<file path="src/core/prbst_pkg.sv">
`default_nettype none
package prbst_pkg;

   // Port geometry
   localparam int PORT_W = 8;
   localparam int CH_W = 4;
   localparam int AVS_AW = 8;
   localparam int AVS_DW = 32;
   localparam int AVS_BEW = 4;

   // Register byte offsets
   localparam logic [AVS_AW-1:0] OFF_KEY = 8'h00;
   localparam logic [AVS_AW-1:0] OFF_DATA = 8'h04;
   localparam logic [AVS_AW-1:0] OFF_DIR = 8'h08;
   localparam logic [AVS_AW-1:0] OFF_PORT = 8'h0C;
   localparam logic [AVS_AW-1:0] OFF_FUNC = 8'h10;
   localparam logic [AVS_AW-1:0] OFF_RSTPIN = 8'h14;
   localparam logic [AVS_AW-1:0] OFF_ADCSEL = 8'h18;
   localparam logic [AVS_AW-1:0] OFF_BITOP = 8'h1C;
   localparam logic [AVS_AW-1:0] OFF_WAKEEN = 8'h20;
   localparam logic [AVS_AW-1:0] OFF_STATUS = 8'h24;

   // Key that switches reads to raw pin levels
   localparam logic [7:0] READBACK_KEY = 8'hCA;
   localparam logic [7:0] KEY_RST = 8'h00;

   // Reset values, replicated per pin
   localparam logic DATA_RST_BIT = 1'b1;
   localparam logic DIR_RST_BIT = 1'b1;
   localparam logic CLR_BIT = 1'b0;

   // Status field positions
   localparam int STAT_MODE_POS = 0;
   localparam int STAT_SLEEP_POS = 1;

   typedef enum logic [1:0] {
      FUNC_GPIO,
      FUNC_DOUT,
      FUNC_SERIAL,
      FUNC_ANALOG
   } prbst_func_t;

   // Single-bit set or clear command word
   typedef struct packed {
      logic [21:0] rsvd_hi;
      logic value;
      logic target_dir;
      logic [2:0] rsvd_lo;
      logic [4:0] index;
   } prbst_bitop_t;

   function automatic prbst_func_t prbst_to_func(input logic [1:0] code);
      return prbst_func_t'(code);
   endfunction : prbst_to_func

endpackage : prbst_pkg
`default_nettype wire

</file>
<file path="src/core/prbst_pin_sync.sv">
`timescale 1ns/1ns
`default_nettype none
module prbst_pin_sync #(
   parameter int W = prbst_pkg::PORT_W
) (
   input wire logic clk_i, // System clock
   input wire logic rst_n_i, // Async reset, active low
   input wire logic [W-1:0] pin_i, // Raw pin levels
   output logic [W-1:0] level_o, // Synchronised levels
   output logic [W-1:0] fall_o // High-to-low seen, one cycle
);
   import prbst_pkg::*;

   logic [W-1:0] meta_reg;
   logic [W-1:0] sync_reg;
   logic [W-1:0] prev_reg;

   // Pins start high so no false falling edge after reset
   always_ff @(posedge clk_i or negedge rst_n_i)
   begin
      if (!rst_n_i)
      begin
         meta_reg <= {W{DATA_RST_BIT}};
         sync_reg <= {W{DATA_RST_BIT}};
         prev_reg <= {W{DATA_RST_BIT}};
      end
      else
      begin
         meta_reg <= pin_i;
         sync_reg <= meta_reg;
         prev_reg <= sync_reg;
      end
   end

   assign level_o = sync_reg;
   assign fall_o = prev_reg & ~sync_reg;

endmodule : prbst_pin_sync
`default_nettype wire

</file>
<file path="src/core/prbst_read_mux.sv">
`timescale 1ns/1ns
`default_nettype none
module prbst_read_mux #(
   parameter int W = prbst_pkg::PORT_W
) (
   input wire logic mode_i, // Readback mode active
   input wire logic [W-1:0] pin_i, // Synchronised pin levels
   input wire logic [W-1:0] data_i, // Output latch
   input wire logic [W-1:0] dir_i, // Direction, 1 = input
   input wire logic [2*W-1:0] func_i, // Function code per pin
   input wire logic [W-1:0] rst_pin_i, // Pin carries external reset
   output logic [W-1:0] rd_o // Value a port read returns
);
   import prbst_pkg::*;

   always_comb
   begin
      rd_o = '0;
      for (int i = 0; i < W; i++)
      begin
         if (rst_pin_i[i] || prbst_to_func(func_i[2*i +: 2]) == FUNC_ANALOG)
            rd_o[i] = CLR_BIT;
         else if (mode_i)
            rd_o[i] = pin_i[i];
         else
         begin
            unique case (prbst_to_func(func_i[2*i +: 2]))
               FUNC_GPIO: rd_o[i] = pin_i[i];
               FUNC_DOUT: rd_o[i] = dir_i[i] ? CLR_BIT : data_i[i];
               FUNC_SERIAL: rd_o[i] = dir_i[i] ? pin_i[i] : data_i[i];
               FUNC_ANALOG: rd_o[i] = CLR_BIT;
            endcase
         end
      end
   end

endmodule : prbst_read_mux
`default_nettype wire

</file>
<file path="src/core/prbst_top.sv">
// Operation
// - Readback mode is on only while the key register holds 11001010.
// - With readback off, each pin follows its selected shared function.
// - With readback on, port reads return pin levels for digital pins not carrying external reset.
// - Normal reads: I/O pin level; output 0 or latch; serial pin or latch.
// - Normal reads return 0 for analog or external reset pins.
// - Normal mode keeps the analog path open unless analog function selected.
// - Analog channel connects only when selected and pin set to analog or readback on.
// - Readback mode forces the selected channel path closed for loop-back.
// - Reset sets all data and direction bits high.
// - Bit set or clear on data reads the port, modifies one bit, writes it back; on direction it modifies the direction register.
// - Falling edge on a wake-enabled Port A pin wakes from sleep or idle.
`timescale 1ns/1ns
`default_nettype none
module prbst_top #(
   parameter int PW = prbst_pkg::PORT_W, // Port width, at most 2**CH_W
   parameter int CHW = prbst_pkg::CH_W // Converter channel select width
) (
   input wire logic CLK_I, // System clock, 50 MHz
   input wire logic RST_N_I, // Async reset, active low
   input wire logic [prbst_pkg::AVS_AW-1:0] AVS_ADDRESS_I, // Byte address
   input wire logic AVS_READ_I, // Read request
   input wire logic AVS_WRITE_I, // Write request
   input wire logic [prbst_pkg::AVS_DW-1:0] AVS_WRITEDATA_I, // Write data
   input wire logic [prbst_pkg::AVS_BEW-1:0] AVS_BYTEENABLE_I, // Byte lanes
   output logic [prbst_pkg::AVS_DW-1:0] AVS_READDATA_O, // Read data
   output logic AVS_WAITREQUEST_O, // Stall, active high
   input wire logic [PW-1:0] PIN_I, // Pad input levels
   output logic [PW-1:0] PIN_OUT_O, // Pad output levels
   output logic [PW-1:0] PIN_OE_O, // Pad drive enable, high drives
   input wire logic [PW-1:0] PERIPH_OUT_I, // Shared function output data
   input wire logic [PW-1:0] PERIPH_OE_I, // Shared function drive enable
   output logic [PW-1:0] PERIPH_IN_O, // Synchronised pins to functions
   output logic [PW-1:0] ANALOG_PATH_EN_O, // Pin to converter switch closed
   input wire logic SLEEP_I, // Device in sleep or idle
   output logic WAKE_O, // Wake request, one cycle
   output logic READBACK_ACTIVE_O // Readback mode active
);
   import prbst_pkg::*;

   logic [7:0] key_reg;
   logic readback_mode_active;
   logic [PW-1:0] data_reg;
   logic [PW-1:0] dir_reg;
   logic [2*PW-1:0] func_reg;
   logic [PW-1:0] rst_pin_reg;
   logic [CHW-1:0] adc_sel_reg;
   logic [PW-1:0] wake_en_reg;
   logic wait_reg;
   logic [AVS_DW-1:0] rdata_reg;
   logic [AVS_DW-1:0] rdata_next;
   logic [PW-1:0] pin_out_reg;
   logic [PW-1:0] pin_out_next;
   logic [PW-1:0] pin_oe_reg;
   logic [PW-1:0] pin_oe_next;
   logic [PW-1:0] periph_in_reg;
   logic [PW-1:0] apath_reg;
   logic [PW-1:0] apath_next;
   logic wake_reg;
   logic [PW-1:0] pin_lvl;
   logic [PW-1:0] pin_fall;
   logic [PW-1:0] port_rd;
   logic [AVS_AW-1:0] addr_w;
   logic take;
   logic commit;
   logic [AVS_DW-1:0] wmerged;
   prbst_bitop_t bitop;
   logic [PW-1:0] bitop_data;
   logic [PW-1:0] bitop_dir;
   logic bitop_ok;

   function automatic logic [AVS_DW-1:0] be_merge(
      input logic [AVS_DW-1:0] old_w,
      input logic [AVS_DW-1:0] new_w,
      input logic [AVS_BEW-1:0] be
   );
      logic [AVS_DW-1:0] r;
      r = old_w;
      for (int b = 0; b < AVS_BEW; b++)
      begin
         if (be[b])
            r[8*b +: 8] = new_w[8*b +: 8];
      end
      return r;
   endfunction : be_merge

   function automatic logic [PW-1:0] put_bit(
      input logic [PW-1:0] v,
      input logic [4:0] idx,
      input logic val
   );
      logic [PW-1:0] r;
      r = v;
      for (int i = 0; i < PW; i++)
      begin
         if (idx == 5'(i))
            r[i] = val;
      end
      return r;
   endfunction : put_bit

   function automatic logic wr_hit(
      input logic c,
      input logic [AVS_AW-1:0] a,
      input logic [AVS_AW-1:0] off
   );
      return c && (a == off);
   endfunction : wr_hit

   prbst_pin_sync #(
      .W(PW)
   ) u_sync (
      .clk_i(CLK_I),
      .rst_n_i(RST_N_I),
      .pin_i(PIN_I),
      .level_o(pin_lvl),
      .fall_o(pin_fall)
   );

   prbst_read_mux #(
      .W(PW)
   ) u_rdmux (
      .mode_i(readback_mode_active),
      .pin_i(pin_lvl),
      .data_i(data_reg),
      .dir_i(dir_reg),
      .func_i(func_reg),
      .rst_pin_i(rst_pin_reg),
      .rd_o(port_rd)
   );

   // Bus handshake: first cycle latches read data, second commits
   assign addr_w = {AVS_ADDRESS_I[AVS_AW-1:2], 2'b00};
   assign take = (AVS_READ_I || AVS_WRITE_I) && wait_reg;
   assign commit = AVS_WRITE_I && !wait_reg;

   always_ff @(posedge CLK_I or negedge RST_N_I)
   begin
      if (!RST_N_I)
         wait_reg <= 1'b1;
      else
         wait_reg <= !take;
   end

   // Current word of the addressed register
   always_comb
   begin
      rdata_next = '0;
      unique case (addr_w)
         OFF_KEY: rdata_next[7:0] = key_reg;
         OFF_DATA: rdata_next[PW-1:0] = data_reg;
         OFF_DIR: rdata_next[PW-1:0] = dir_reg;
         OFF_PORT: rdata_next[PW-1:0] = port_rd;
         OFF_FUNC: rdata_next[2*PW-1:0] = func_reg;
         OFF_RSTPIN: rdata_next[PW-1:0] = rst_pin_reg;
         OFF_ADCSEL: rdata_next[CHW-1:0] = adc_sel_reg;
         OFF_WAKEEN: rdata_next[PW-1:0] = wake_en_reg;
         OFF_STATUS:
         begin
            rdata_next[STAT_MODE_POS] = readback_mode_active;
            rdata_next[STAT_SLEEP_POS] = SLEEP_I;
         end
         default: rdata_next = '0;
      endcase
   end

   always_ff @(posedge CLK_I or negedge RST_N_I)
   begin
      if (!RST_N_I)
         rdata_reg <= '0;
      else if (take)
         rdata_reg <= rdata_next;
   end

   assign wmerged = be_merge(rdata_next, AVS_WRITEDATA_I, AVS_BYTEENABLE_I);

   always_ff @(posedge CLK_I or negedge RST_N_I)
   begin
      if (!RST_N_I)
         key_reg <= KEY_RST;
      else if (wr_hit(commit, addr_w, OFF_KEY))
         key_reg <= wmerged[7:0];
   end

   // Mode follows the value just written, live from the next clock
   always_ff @(posedge CLK_I or negedge RST_N_I)
   begin
      if (!RST_N_I)
         readback_mode_active <= 1'b0;
      else if (wr_hit(commit, addr_w, OFF_KEY))
         readback_mode_active <= (wmerged[7:0] == READBACK_KEY);
   end

   // Bit set or clear: the data latch gets the whole port read back
   assign bitop = prbst_bitop_t'(AVS_WRITEDATA_I);
   assign bitop_ok = wr_hit(commit, addr_w, OFF_BITOP) && (bitop.index < 5'(PW));
   assign bitop_data = put_bit(port_rd, bitop.index, bitop.value);
   assign bitop_dir = put_bit(dir_reg, bitop.index, bitop.value);

   always_ff @(posedge CLK_I or negedge RST_N_I)
   begin
      if (!RST_N_I)
         data_reg <= {PW{DATA_RST_BIT}};
      else if (wr_hit(commit, addr_w, OFF_DATA))
         data_reg <= wmerged[PW-1:0];
      else if (bitop_ok && !bitop.target_dir)
         data_reg <= bitop_data;
   end

   always_ff @(posedge CLK_I or negedge RST_N_I)
   begin
      if (!RST_N_I)
         dir_reg <= {PW{DIR_RST_BIT}};
      else if (wr_hit(commit, addr_w, OFF_DIR))
         dir_reg <= wmerged[PW-1:0];
      else if (bitop_ok && bitop.target_dir)
         dir_reg <= bitop_dir;
   end

   always_ff @(posedge CLK_I or negedge RST_N_I)
   begin
      if (!RST_N_I)
      begin
         func_reg <= '0;
         rst_pin_reg <= '0;
         adc_sel_reg <= '0;
         wake_en_reg <= '0;
      end
      else
      begin
         if (wr_hit(commit, addr_w, OFF_FUNC))
            func_reg <= wmerged[2*PW-1:0];
         if (wr_hit(commit, addr_w, OFF_RSTPIN))
            rst_pin_reg <= wmerged[PW-1:0];
         if (wr_hit(commit, addr_w, OFF_ADCSEL))
            adc_sel_reg <= wmerged[CHW-1:0];
         if (wr_hit(commit, addr_w, OFF_WAKEEN))
            wake_en_reg <= wmerged[PW-1:0];
      end
   end

   // Pad drive depends on function selection and reset-pin setting, never on readback mode
   always_comb
   begin
      pin_out_next = '0;
      pin_oe_next = '0;
      for (int i = 0; i < PW; i++)
      begin
         unique case (prbst_to_func(func_reg[2*i +: 2]))
            FUNC_GPIO:
            begin
               pin_out_next[i] = data_reg[i];
               pin_oe_next[i] = !dir_reg[i];
            end
            FUNC_DOUT, FUNC_SERIAL:
            begin
               pin_out_next[i] = PERIPH_OUT_I[i];
               pin_oe_next[i] = PERIPH_OE_I[i];
            end
            FUNC_ANALOG:
            begin
               pin_out_next[i] = CLR_BIT;
               pin_oe_next[i] = CLR_BIT;
            end
         endcase
         if (rst_pin_reg[i])
            pin_oe_next[i] = CLR_BIT;
      end
   end

   // Converter switch per pin; channel i sits on pin i
   always_comb
   begin
      apath_next = '0;
      for (int i = 0; i < PW; i++)
      begin
         if (adc_sel_reg == CHW'(i))
         begin
            if (prbst_to_func(func_reg[2*i +: 2]) == FUNC_ANALOG)
               apath_next[i] = 1'b1;
            else if (readback_mode_active)
               apath_next[i] = 1'b1;
            else
               apath_next[i] = 1'b0;
         end
      end
   end

   always_ff @(posedge CLK_I or negedge RST_N_I)
   begin
      if (!RST_N_I)
      begin
         pin_out_reg <= {PW{DATA_RST_BIT}};
         pin_oe_reg <= '0;
         periph_in_reg <= '0;
         apath_reg <= '0;
      end
      else
      begin
         pin_out_reg <= pin_out_next;
         pin_oe_reg <= pin_oe_next;
         periph_in_reg <= pin_lvl;
         apath_reg <= apath_next;
      end
   end

   // Any enabled falling edge while asleep raises one wake pulse
   always_ff @(posedge CLK_I or negedge RST_N_I)
   begin
      if (!RST_N_I)
         wake_reg <= 1'b0;
      else
         wake_reg <= SLEEP_I && |(pin_fall & wake_en_reg);
   end

   assign AVS_READDATA_O = rdata_reg;
   assign AVS_WAITREQUEST_O = wait_reg;
   assign PIN_OUT_O = pin_out_reg;
   assign PIN_OE_O = pin_oe_reg;
   assign PERIPH_IN_O = periph_in_reg;
   assign ANALOG_PATH_EN_O = apath_reg;
   assign WAKE_O = wake_reg;
   assign READBACK_ACTIVE_O = readback_mode_active;

endmodule : prbst_top
`default_nettype wire

</file>
<file path="config.mk">
export PLATFORM = sky130hd
export DESIGN_NAME = prbst_top
export DESIGN_NICKNAME = d
export VERILOG_FILES = /design/src/core/prbst_pkg.sv /design/src/core/prbst_pin_sync.sv /design/src/core/prbst_read_mux.sv /design/src/core/prbst_top.sv
export SDC_FILE = /design/constraint.sdc
export NUM_CORES = 1
export LEC_CHECK = 0
export ABC_AREA = 1
export BUFFER_PORTS_ARGS = -buffer_cell sky130_fd_sc_hd__buf_2
export CAP_MARGIN = 20
export CORE_MARGIN = 2
export CORE_UTILIZATION = 58
export DETAILED_ROUTE_END_ITERATION = 8
export GPL_ROUTABILITY_DRIVEN = 0
export PLACE_DENSITY = 0.84
export SYNTH_ARGS = -nofsm -noshare
export SYNTH_HDL_FRONTEND = slang
export SYNTH_SLANG_ARGS = --single-unit
</file>
<file path="constraint.sdc">
create_clock -name CLK_I -period 4.1 [get_ports CLK_I]
set_clock_uncertainty 0.15 [all_clocks]
set_input_delay 0.205 -clock CLK_I [delete_from_list [all_inputs] [get_ports CLK_I]]
set_output_delay 0.205 -clock CLK_I [all_outputs]
set_load 0.05 [all_outputs]
</file>
* Word-level counts from Yosys, hierarchy flattened
Index checks and enable logic that the tools add are counted.
** Word-level totals
- Logic and storage cells :: 256
- Bits of input ports :: 73
- Register bits after elaboration :: 135
- Output and inout port bits :: 67
** Cells by class
- Equality and inequality tests :: 48
- Bitwise logic cells :: 3
- Multiplexer cells :: 107
- Reduce and logical (&&, ||, !) cells :: 72
- $lt $le $gt $ge :: 1
** Operators with widths (count)
- two-way mux 1 bit :: 73
- two-way mux 8 bit :: 7
- case mux 1 bit (3 select lines) :: 16
- == test 2 bit (second input constant) :: 16
- case mux 1 bit (4 select lines) :: 8
- case mux 4 bit (7 select lines) :: 1
- == test 6 x 3 -> 1 bit (second input constant) :: 4
- == test 5 x 3 -> 1 bit (second input constant) :: 4
- nonzero test 2 bit :: 10
- case mux 2 bit (9 select lines) :: 1
- bitwise AND 8 bit :: 2
- == test 2 x 1 -> 1 bit (second input constant) :: 8
- == test 4 x 3 -> 1 bit (second input constant) :: 4
- zero test 2 bit :: 8
- case mux 2 bit (8 select lines) :: 1
- AND reduction 2 bit :: 8
- OR reduction 2 bit :: 8
- logical AND 1 bit :: 14
- == test 6 x 2 -> 1 bit (second input constant) :: 2
- == test 6 x 4 -> 1 bit (second input constant) :: 2
- zero test 1 bit :: 11
- == test 5 x 2 -> 1 bit (second input constant) :: 2
- logical OR 1 bit :: 9
- == test 4 x 2 -> 1 bit (second input constant) :: 2
- other kinds (10) :: 10

* Depth between registers and ports, before layout
Gate-level depths: netlist (run 1).
- Depth after elaboration :: 7
- Depth in mapped cells :: 13
- Depth with buffers taken out :: 13

* Hierarchy
Synthesis (run 1) repeated with hierarchy kept, for this count alone.
** Second synthesis, totals
- Cells, all modules :: 834
- Area, all modules :: 6859.1 µm²
** Modules (own cells, without submodules)
- prbst_top :: times used 1, sequential area each 2808.9 µm², cells an instance 689, area an instance 5664.2 µm²
- prbst_pin_sync :: times used 1, sequential area each 630.6 µm², cells an instance 40, area an instance 710.7 µm²
- prbst_read_mux :: times used 1, sequential area each 0.0 µm², cells an instance 105, area an instance 484.2 µm²

* Worst setup path after synthesis (run 1)
No wires, ideal clock.
- Kind :: reg-to-reg
- From :: reg readback_mode_active, in the netlist READBACK_ACTIVE_O
- To :: reg readback_mode_active, in the netlist READBACK_ACTIVE_O
- Cell stages (with the launch flop) :: 11
- Path slack :: 2.172 ns
- Setup time :: 0.065 ns
- Data required time :: 3.885 ns
- Clock period less this slack :: 1.928 ns
- Buffers on the path :: 1
- Arrival :: 1.713 ns
- Cells stage by stage :: dfrtp_1 buf_2 nor2_1 o21a_1 nand3_1 nand4_1 nand2_2 nand2_1 nor2_1 nand3_1 nand2_1
** Between the ends
- Cells in the longest elaborated chain, start to end :: 5
- Elaborated cells between the ends (all ways) :: 21
- Classes of those cells :: 1 x eq/ne; 20 x mux
** Ends and longest elaborated chain
- start, declared :: RTL line prbst_top.sv:42 : logic readback_mode_active;
- start signal, assigned :: RTL line prbst_top.sv:191 : readback_mode_active <= (wmerged[7:0] == READBACK_KEY);
- two-way mux 1 bit :: RTL line prbst_read_mux.sv:23 : else if (mode_i)
- two-way mux 1 bit :: RTL line prbst_read_mux.sv:21 : if (rst_pin_i[i] || prbst_to_func(func_i[2*i +: 2]) == FUNC_ANALOG)
- case mux 2 bit (9 select lines) (tied with other cells) :: RTL line prbst_top.sv:149 : unique case (addr_w)
- two-way mux 8 bit * :: RTL line prbst_top.sv:81 : if (be[b])
- == test 8 bit * :: RTL line prbst_top.sv:191
Mark *: on every way between the ends. The rest lies on a longest branch, timed or not.
A chain may end at the register's enable or synchronous reset.

* Worst setup path in the final report (run 1)
- From :: reg readback_mode_active, in the netlist READBACK_ACTIVE_O
- To :: reg data_reg[1]
** Between the ends
- Cells in the longest elaborated chain, start to end :: 5
- Elaborated cells between the ends (all ways) :: 7
- Classes of those cells :: 7 x mux
** Ends and longest elaborated chain
- two-way mux 1 bit * :: RTL line prbst_read_mux.sv:23
- two-way mux 1 bit * :: RTL line prbst_read_mux.sv:21
- case mux 2 bit (9 select lines) or two-way mux 1 bit (tied branches) :: RTL line prbst_top.sv:149, prbst_top.sv:96
- two-way mux 8 bit (on tied branches) :: RTL line prbst_top.sv:81, prbst_top.sv:206
- two-way mux 8 bit * :: RTL line prbst_top.sv:204 : else if (wr_hit(commit, addr_w, OFF_DATA))
- end signal, assigned :: RTL line prbst_top.sv:203 : data_reg <= {PW{DATA_RST_BIT}};
- end signal, assigned :: RTL line prbst_top.sv:205 : data_reg <= wmerged[PW-1:0];
- end signal, assigned :: RTL line prbst_top.sv:207 : data_reg <= bitop_data;
- end, declared :: RTL line prbst_top.sv:43 : logic [PW-1:0] data_reg;
Mark *: on every way between the ends. The rest lies on a longest branch, timed or not. The select of a mux whose other input is x is not followed.

==> impl_metrics.json, run 1 <==
{
  "leakage_nw": 4.201,
  "dieArea_um2": 12900,
  "p_clk_share_pct": 42.5,
  "vias": 6437,
  "final_nets": 1066,
  "drv_slew": 0,
  "outcome": "finished, final reports clean",
  "layout-drive-gt1-share_pct": 22.48,
  "synth_area_leader_cell": "dfrtp_1",
  "synth_ff_type": "dfrtp_1",
  "synth_cells": 823,
  "num_rows": 40,
  "cts.path.max_buffers": 2,
  "r2r_setup_slack_ps": 1640,
  "switchingPower_w": 0.001114,
  "postRouteWirelength_mm": 19.69,
  "io_pins": 140,
  "worstSetupStartpointType": "flop",
  "holdWs_ps": 28.06,
  "ant_nets": 0,
  "synth_edf_count": 0,
  "postSynth.asyncResetShare_pct": 100.0,
  "dp_hpwl_mm": 13.13,
  "grt_usage_pct": 31.47,
  "whs_path_depth": 3,
  "relSlewSlack_pct": 30.78,
  "seqCellArea_um2": 3440,
  "reg2regPathDepth": 9,
  "r2r-end": "data_reg[1]$_DFFE_PN1P_",
  "intPower_w": 0.002730,
  "timing.fmax_mhz": 406.6,
  "power_density_nw_per_um2": 452.1,
  "syn_avg_cell_area_um2": 8.462,
  "drc": 0,
  "grt_antenna_before_repair": 2,
  "synth_cell_types": 33,
  "fp.dieW_um": 113.6,
  "cp_data_required_time_ps": 4290,
  "start_util_pct": 58.71,
  "ys_seq_area_share_pct": 49.39,
  "ctsHtreeMaxLevel": 4,
  "wl_per_cell_um": 17.52,
  "cts-buffers-inserted": 17,
  "worstSetupEndpointType": "flop",
  "multiInputGateArea_um2": 3035,
  "finalHoldViolations": 0,
  "clk_pin_slew_ps": 60,
  "clockRootBuffer": "clkbuf_16",
  "grt_max_degree": 110,
  "setup_viol": 0,
  "areaGrowthSynthToFinish_pct": 22.10,
  "cts_setup_buffers": 0,
  "ys_warn_count": 0,
  "slowest_delay_ps": 610,
  "netlist_area_um2": 6964,
  "drtPass1Iterations": 7,
  "overflow": 0,
  "ir_drop_uv": 317.1,
  "dp_cells": 1057,
  "rsz0062_at_grt": "no",
  "fin_crit_ps": 2459,
  "fill_cells": 909,
  "min_from": "AVS_BYTEENABLE_I[1]",
  "endpoint": "data_reg[1]$_DFFE_PN1P_",
  "synth_top_cell_area_share_pct": 30.90,
  "finalSetupTns_ps": 0,
  "grt_pass1_wl_mm": 30.93,
  "worstPathCellList": "inv_1 > nand2_1 > a21oi_1 > nand3_1 > nand3_1 > nand2_1 > nand2_2 > inv_1 > o211ai_1",
  "cts_hold_buffers": 32,
  "timing.rr.start": "READBACK_ACTIVE_O$_DFFE_PN0P_",
  "die_h_um": 113.6,
  "synth.top_cells.by_area": "dfrtp_1 31%, dfstp_2 18%, nand2_1 9.8%",
  "tritoncts": "done",
  "crit_fanout": 13,
  "final_cells": 1124,
  "hp-class": "input port to flop",
  "drt_iter0_drc": 749,
  "arrival_ps": 2650,
  "avgViaCountPerCell": 5.727,
  "clock_sinks": 135,
  "cap_violations": 0,
  "clk_latency_ps": 430,
  "crit_start": "READBACK_ACTIVE_O$_DFFE_PN0P_",
  "switching_share_pct": 28.98,
  "power_frac_seq_pct": 39.9,
  "power_frac_comb_pct": 17.6,
  "ys_ff_latch": 135,
  "tightest_slew_ps": 1038,
  "critPathSlowestCell": "dfrtp_1",
  "cts.repair.resized": 0,
  "core_area_um2": 11860,
  "io_buffers": 103,
  "grt_pass1_vias": 6164,
  "finalCritPeriodShare_pct": 59.99,
  "path_class": "flop to flop"
}
## Yosys cell counts, types with 12 or more instances
| master | number |
|---|---|
| inv_1 | 81 |
| o21ai_0 | 57 |
| nand4_1 | 31 |
| buf_4 | 18 |
| dfstp_2 | 49 |
| dfrtp_1 | 86 |
| nor2_1 | 86 |
| nand3_1 | 65 |
| a211oi_1 | 12 |
| nand2_1 | 182 |
| ha_1 | 32 |
| a21oi_1 | 29 |
| o221ai_1 | 12 |
## area by class of cell
cell class	count	area share [%]
Sequential cell	135	40.45
Multi-Input combinational cell	581	35.70
Timing Repair Buffer	140	10.34
Clock buffer	24	5.783
Inverter	86	3.796
Tap cell	147	2.163
Clock inverter	8	1.677
Antenna cell	3	0.08829
## placed cells by master, fill, tap and decap left out, drive strengths merged
master       Yosys  final
o21a             4      4
dfstp           49     49
dlygate4sd3      0     32
a41oi            4      4
nand3b           3      3
nor3             7      7
inv             84     84
diode            0      3
o211ai           4      4
a211oi          12     12
o21ai           59     59
o22ai            6      6
bufinv           0      4
dfrtp           86     86
nand3           66     66
nand2          191    191
conb             1     16
nor2            99     99
a21oi           29     29
clkbuf           7     24
nand4           31     31
or2              6      6
clkinvlp         0      1
ha              32     32
buf             29    108
o221ai          12     12
clkinv           2      5
## worst max-delay path: cells and delay by family, from the launching register on
family          cells  cell delay, ps
compound gates      2             480
buf+inv             2             500
flops               1             610
simple gates        5             630
## worst min path at each step
stage                                    endpoint  slack [ps]
detailed placement   u_sync.meta_reg[5]$_DFF_PN1_         160
global route                PIN_OE_O[7]$_DFF_PN0_          50
finish                   func_reg[14]$_DFFE_PN0P_          30
global placement     u_sync.meta_reg[6]$_DFF_PN1_         160
floorplan           ANALOG_PATH_EN_O[0]$_DFF_PN0_        -240
CTS                         PIN_OE_O[7]$_DFF_PN0_          10
## stage by stage
| stage | util (%) | cell area [µm²] | setup WS [ps] | total power, W |
|---|---|---|---|---|
| after floorplan | - | 7020 | 2172 | 0.002001 |
| after global placement | 63.58 | 7541 | 1623 | 0.002175 |
| after detailed placement | 63.58 | 7541 | 1593 | 0.002190 |
| after CTS | 71.62 | 8496 | 1751 | 0.003839 |
| after global routing | 71.67 | 8501 | 1551 | 0.003981 |
| final | 71.69 | 8503 | 1641 | 0.003844 |
## layer usage
layer	up-vias	wire, µm	track usage (%)
met5	-	0	0
met4	0	1009	17.80
met3	83	2227	7.173
met2	411	8924	48.82
met1	2954	7525	41.08
li1	2989	-	-
## power groups by stage
stage          combinational [W]  clock [W]  sequential (W)
2_1_floorplan           0.000303          0         0.00170
3_3_place_gp            0.000624          0         0.00155
3_5_place_dp            0.000636          0         0.00155
4_1_cts                 0.000666    0.00164         0.00153
5_1_grt                 0.000726    0.00171         0.00155
6_report                0.000675    0.00163         0.00154
## kinds of logic (layout without fill, tap and decap cells)
logic type	count (synthesis)	in the layout	synth area share, %
fa+ha+maj	32	32	5.749
other cells	1	19	0.05385
simple gates	403	403	25.89
buf+inv	122	258	7.833
compound gates	130	130	11.09
flops	135	135	49.39
Power figures use the tool's default switching activity.
==> inputs of run 2 (changes only) <==
--- a/config.mk
+++ b/config.mk
@@ -5,14 +5,14 @@
 export SDC_FILE = /design/constraint.sdc
 export NUM_CORES = 1
 export LEC_CHECK = 0
-export ABC_AREA = 1
+export ABC_AREA = 0
 export BUFFER_PORTS_ARGS = -buffer_cell sky130_fd_sc_hd__buf_2
 export CAP_MARGIN = 20
 export CORE_MARGIN = 2
-export CORE_UTILIZATION = 58
+export CORE_UTILIZATION = 50
 export DETAILED_ROUTE_END_ITERATION = 8
 export GPL_ROUTABILITY_DRIVEN = 0
-export PLACE_DENSITY = 0.84
+export PLACE_DENSITY = 0.77
 export SYNTH_ARGS = -nofsm -noshare
 export SYNTH_HDL_FRONTEND = slang
 export SYNTH_SLANG_ARGS = --single-unit
==> constraint.sdc (replaced) <==
create_clock -name CLK_I -period 2 [get_ports CLK_I]
set_clock_uncertainty 0.15 [all_clocks]
set_input_delay 0.1 -clock CLK_I [delete_from_list [all_inputs] [get_ports CLK_I]]
set_output_delay 0.1 -clock CLK_I [all_outputs]
set_load 0.05 [all_outputs]
==> run 2 against run 1 <==
Combinational power rose to 3.1 times the previous value; count of clock-buffer cells in the layout shrank 4; design area is 24% higher; flip-flop and latch count did not move; die area rose by 13%; the flow now finishes with violations (design-rule violations, negative setup slack); critical path type unchanged.
==> impl_metrics.json, run 2 <==
{
  "outcome": "finished with violations",
  "violations": "design-rule violations, negative setup slack",
  "synth_cells": 630,
  "drtPass1Iterations": 9,
  "worstSetupEndpointType": "flop",
  "hold_end": "func_reg[11]$_DFFE_PN0P_",
  "critPathBufInv": 2,
  "power_frac_comb_pct": 24.0,
  "cp_data_required_time_ps": 2130,
  "clk_pin_slew_ps": 70,
  "netlist_area_um2": 6840,
  "avgViaCountPerCell": 6.645,
  "r2r_setup_slack_ps": -930,
  "placed_area_um2": 8780,
  "synthTopCellsByCount": "86 x dfrtp_1, 61 x nand2_1, 57 x nor2_1",
  "diodes": 0,
  "synth_edf_count": 0,
  "critPathSlowestCell": "o41ai_4",
  "dieArea_um2": 14630,
  "start_util_pct": 51.45,
  "final_area_um2": 10580,
  "drv_slew": 0,
  "io_buffers": 103,
  "ys_seq_area_share_pct": 50.28,
  "r2r-end": "READBACK_ACTIVE_O$_DFFE_PN0P_",
  "finalCritPeriodShare_pct": 146.5,
  "finalSetupTns_ps": -19120,
  "synth_area_leader_cell": "dfrtp_1",
  "power_frac_seq_pct": 36.6,
  "core_area_um2": 13300,
  "worstSetupStartpointType": "flop",
  "postRouteWirelength_mm": 31.33,
  "ys_ff_latch": 135,
  "hp-class": "input port to flop",
  "p_clk_share_pct": 39.4,
  "io_pins": 140,
  "grt_usage_pct": 38.66,
  "tritoncts": "done",
  "overflow": 0,
  "timing.rr.start": "func_reg[3]$_DFFE_PN0P_",
  "ctsHtreeMaxLevel": 4,
  "synth_top_cell_area_share_pct": 31.46,
  "syn_avg_cell_area_um2": 10.86,
  "grt_max_degree": 50,
  "cts-buffers-inserted": 17,
  "crit_fanout": 4,
  "cap_violations": 0,
  "arrival_ps": 3060,
  "cts.path.max_buffers": 2,
  "synth_most_common_cell": "dfrtp_1",
  "cp_num_cells": 9,
  "min_from": "AVS_BYTEENABLE_I[1]",
  "fp.dieW_um": 121.0,
  "layout_common_cells": "169 x buf_4, 102 x buf_2, 83 x dfrtp_1",
  "final_common_cell": "buf_4",
  "timing.fmax_mhz": 341.3,
  "switching_share_pct": 31.37,
  "relSlewSlack_pct": 41.98,
  "clock_sinks": 135,
  "layout-drive-gt1-share_pct": 53.50,
  "slowest_delay_ps": 550,
  "ant_nets": 0,
  "num_rows": 42,
  "synth_cell_types": 65,
  "dp_hpwl_mm": 16.29,
  "holdWs_ps": 36.11,
  "clockRootBuffer": "clkbuf_16",
  "finalHoldViolations": 0,
  "fin_crit_ps": 2930,
  "reg2regPathDepth": 9,
  "grt_antenna_before_repair": 3,
  "areaGrowthSynthToFinish_pct": 54.67,
  "worst_slack_ps": -929.9,
  "die_h_um": 121.0,
  "vias": 7629,
  "setup_viol": 58,
  "grt_pass1_wl_mm": 41.60,
  "postSynth.asyncResetShare_pct": 100.0,
  "ir_drop_uv": 651.2,
  "worstPathCellList": "inv_2 > ha_4 > a211oi_2 > nor4b_2 > buf_4 > o21ai_2 > a32o_2 > or4_4 > o41ai_4",
  "post-route-util_pct": 79.58,
  "leakage_nw": 5.102,
  "drt_iter0_drc": 1462,
  "path_delay_family": "compound AO/OA/AOI/OAI gates",
  "wl_per_cell_um": 27.29,
  "final_nets": 1064,
  "synth_ff_type": "dfrtp_1",
  "whs_path_depth": 4,
  "intPower_w": 0.005980,
  "switchingPower_w": 0.002734,
  "power_density_nw_per_um2": 823.6,
  "synth.top_cells.by_area": "dfrtp_1 31%, dfstp_2 19%, mux2_2 6.4%",
  "drc": 32,
  "rsz0062_at_grt": "yes",
  "ys_warn_count": 0,
  "tightest_slew_ps": 870.1,
  "clk_latency_ps": 440,
  "path_class": "flop to flop",
  "grt_pass1_vias": 7432
}
==> run 2: power by group through the flow <==
stage | Clock, W | Combinational (W) | Sequential (W)
3_3_place_gp | 0 | 0.00157 | 0.00317
6_report | 0.00343 | 0.00209 | 0.00319
5_1_grt | 0.00352 | 0.00217 | 0.00320
3_5_place_dp | 0 | 0.00162 | 0.00318
2_1_floorplan | 0 | 0.000636 | 0.00350
4_1_cts | 0.00338 | 0.00182 | 0.00315
==> run 2: routing by layer <==
metal / GRT usage [%] / vias to the layer above / wire [µm]
met1: 45.12 / 3586 / 10550
li1: - / 2893 / -
met5: 0 / - / 68
met3: 13.63 / 332 / 4240
met2: 58.74 / 812 / 13420
met4: 28.27 / 6 / 3061
==> run 2: worst max-delay path by stage <==
stage                             startpoint                             to
2_1_floorplan  READBACK_ACTIVE_O$_DFFE_PN0P_  READBACK_ACTIVE_O$_DFFE_PN0P_
3_3_place_gp                AVS_ADDRESS_I[4]  READBACK_ACTIVE_O$_DFFE_PN0P_
3_5_place_dp                AVS_ADDRESS_I[4]  READBACK_ACTIVE_O$_DFFE_PN0P_
4_1_cts             func_reg[15]$_DFFE_PN0P_  READBACK_ACTIVE_O$_DFFE_PN0P_
5_1_grt              func_reg[0]$_DFFE_PN0P_  READBACK_ACTIVE_O$_DFFE_PN0P_
6_report             func_reg[3]$_DFFE_PN0P_  READBACK_ACTIVE_O$_DFFE_PN0P_
==> run 2: kinds of logic (layout without fill, tap and decap cells) <==
logic type	Yosys count	after routing	share of synthesized area [%]
buffers and inverters	65	392	5.012
adders and majority gates	32	32	5.853
AOI/OAI and AO/OA	130	130	13.37
other	1	16	0.05482
DFF	135	135	50.28
muxes	66	66	10.61
and+or+nand+nor	201	201	14.82
==> run 2: area by class of cell <==
| class | count | area [µm²] |
|---|---|---|
| multi-input combinational | 445 | 3740 |
| inverter | 30 | 115.1 |
| clock buffer | 20 | 456.7 |
| sequential | 135 | 3443 |
| tap | 176 | 220.2 |
| fill | 675 | 2715 |
| clock inverter | 12 | 175.2 |
| timing repair buffer | 330 | 2430 |
==> run 2: worst reg2reg max path, stage by stage, from the launching register on <==
cell	delay (ps)
dfrtp_2	460
inv_2	110
ha_4	180
a211oi_2	60
nor4b_2	270
buf_4	180
o21ai_2	70
a32o_2	290
or4_4	450
o41ai_4	550
==> run 2: repair_timing <==
item,4_1_cts,5_1_grt
hold buffers,38,0
endpoints found under the setup margin,57,68
gates resized for setup,91,59
hold endpoints to repair,138,0
buffers inserted,18,18
pin swaps,34,26
==> run 2: metrics by stage <==
step           setup slack [ps]  power, W  instances
5_1_grt                  -906.5  0.008893       1148
3_5_place_dp             -581.2  0.004806       1050
3_3_place_gp             -515.0  0.004745       1050
4_1_cts                  -504.0  0.008358       1135
2_1_floorplan            -485.6  0.004137        645
6_report                 -929.9  0.008713       1148
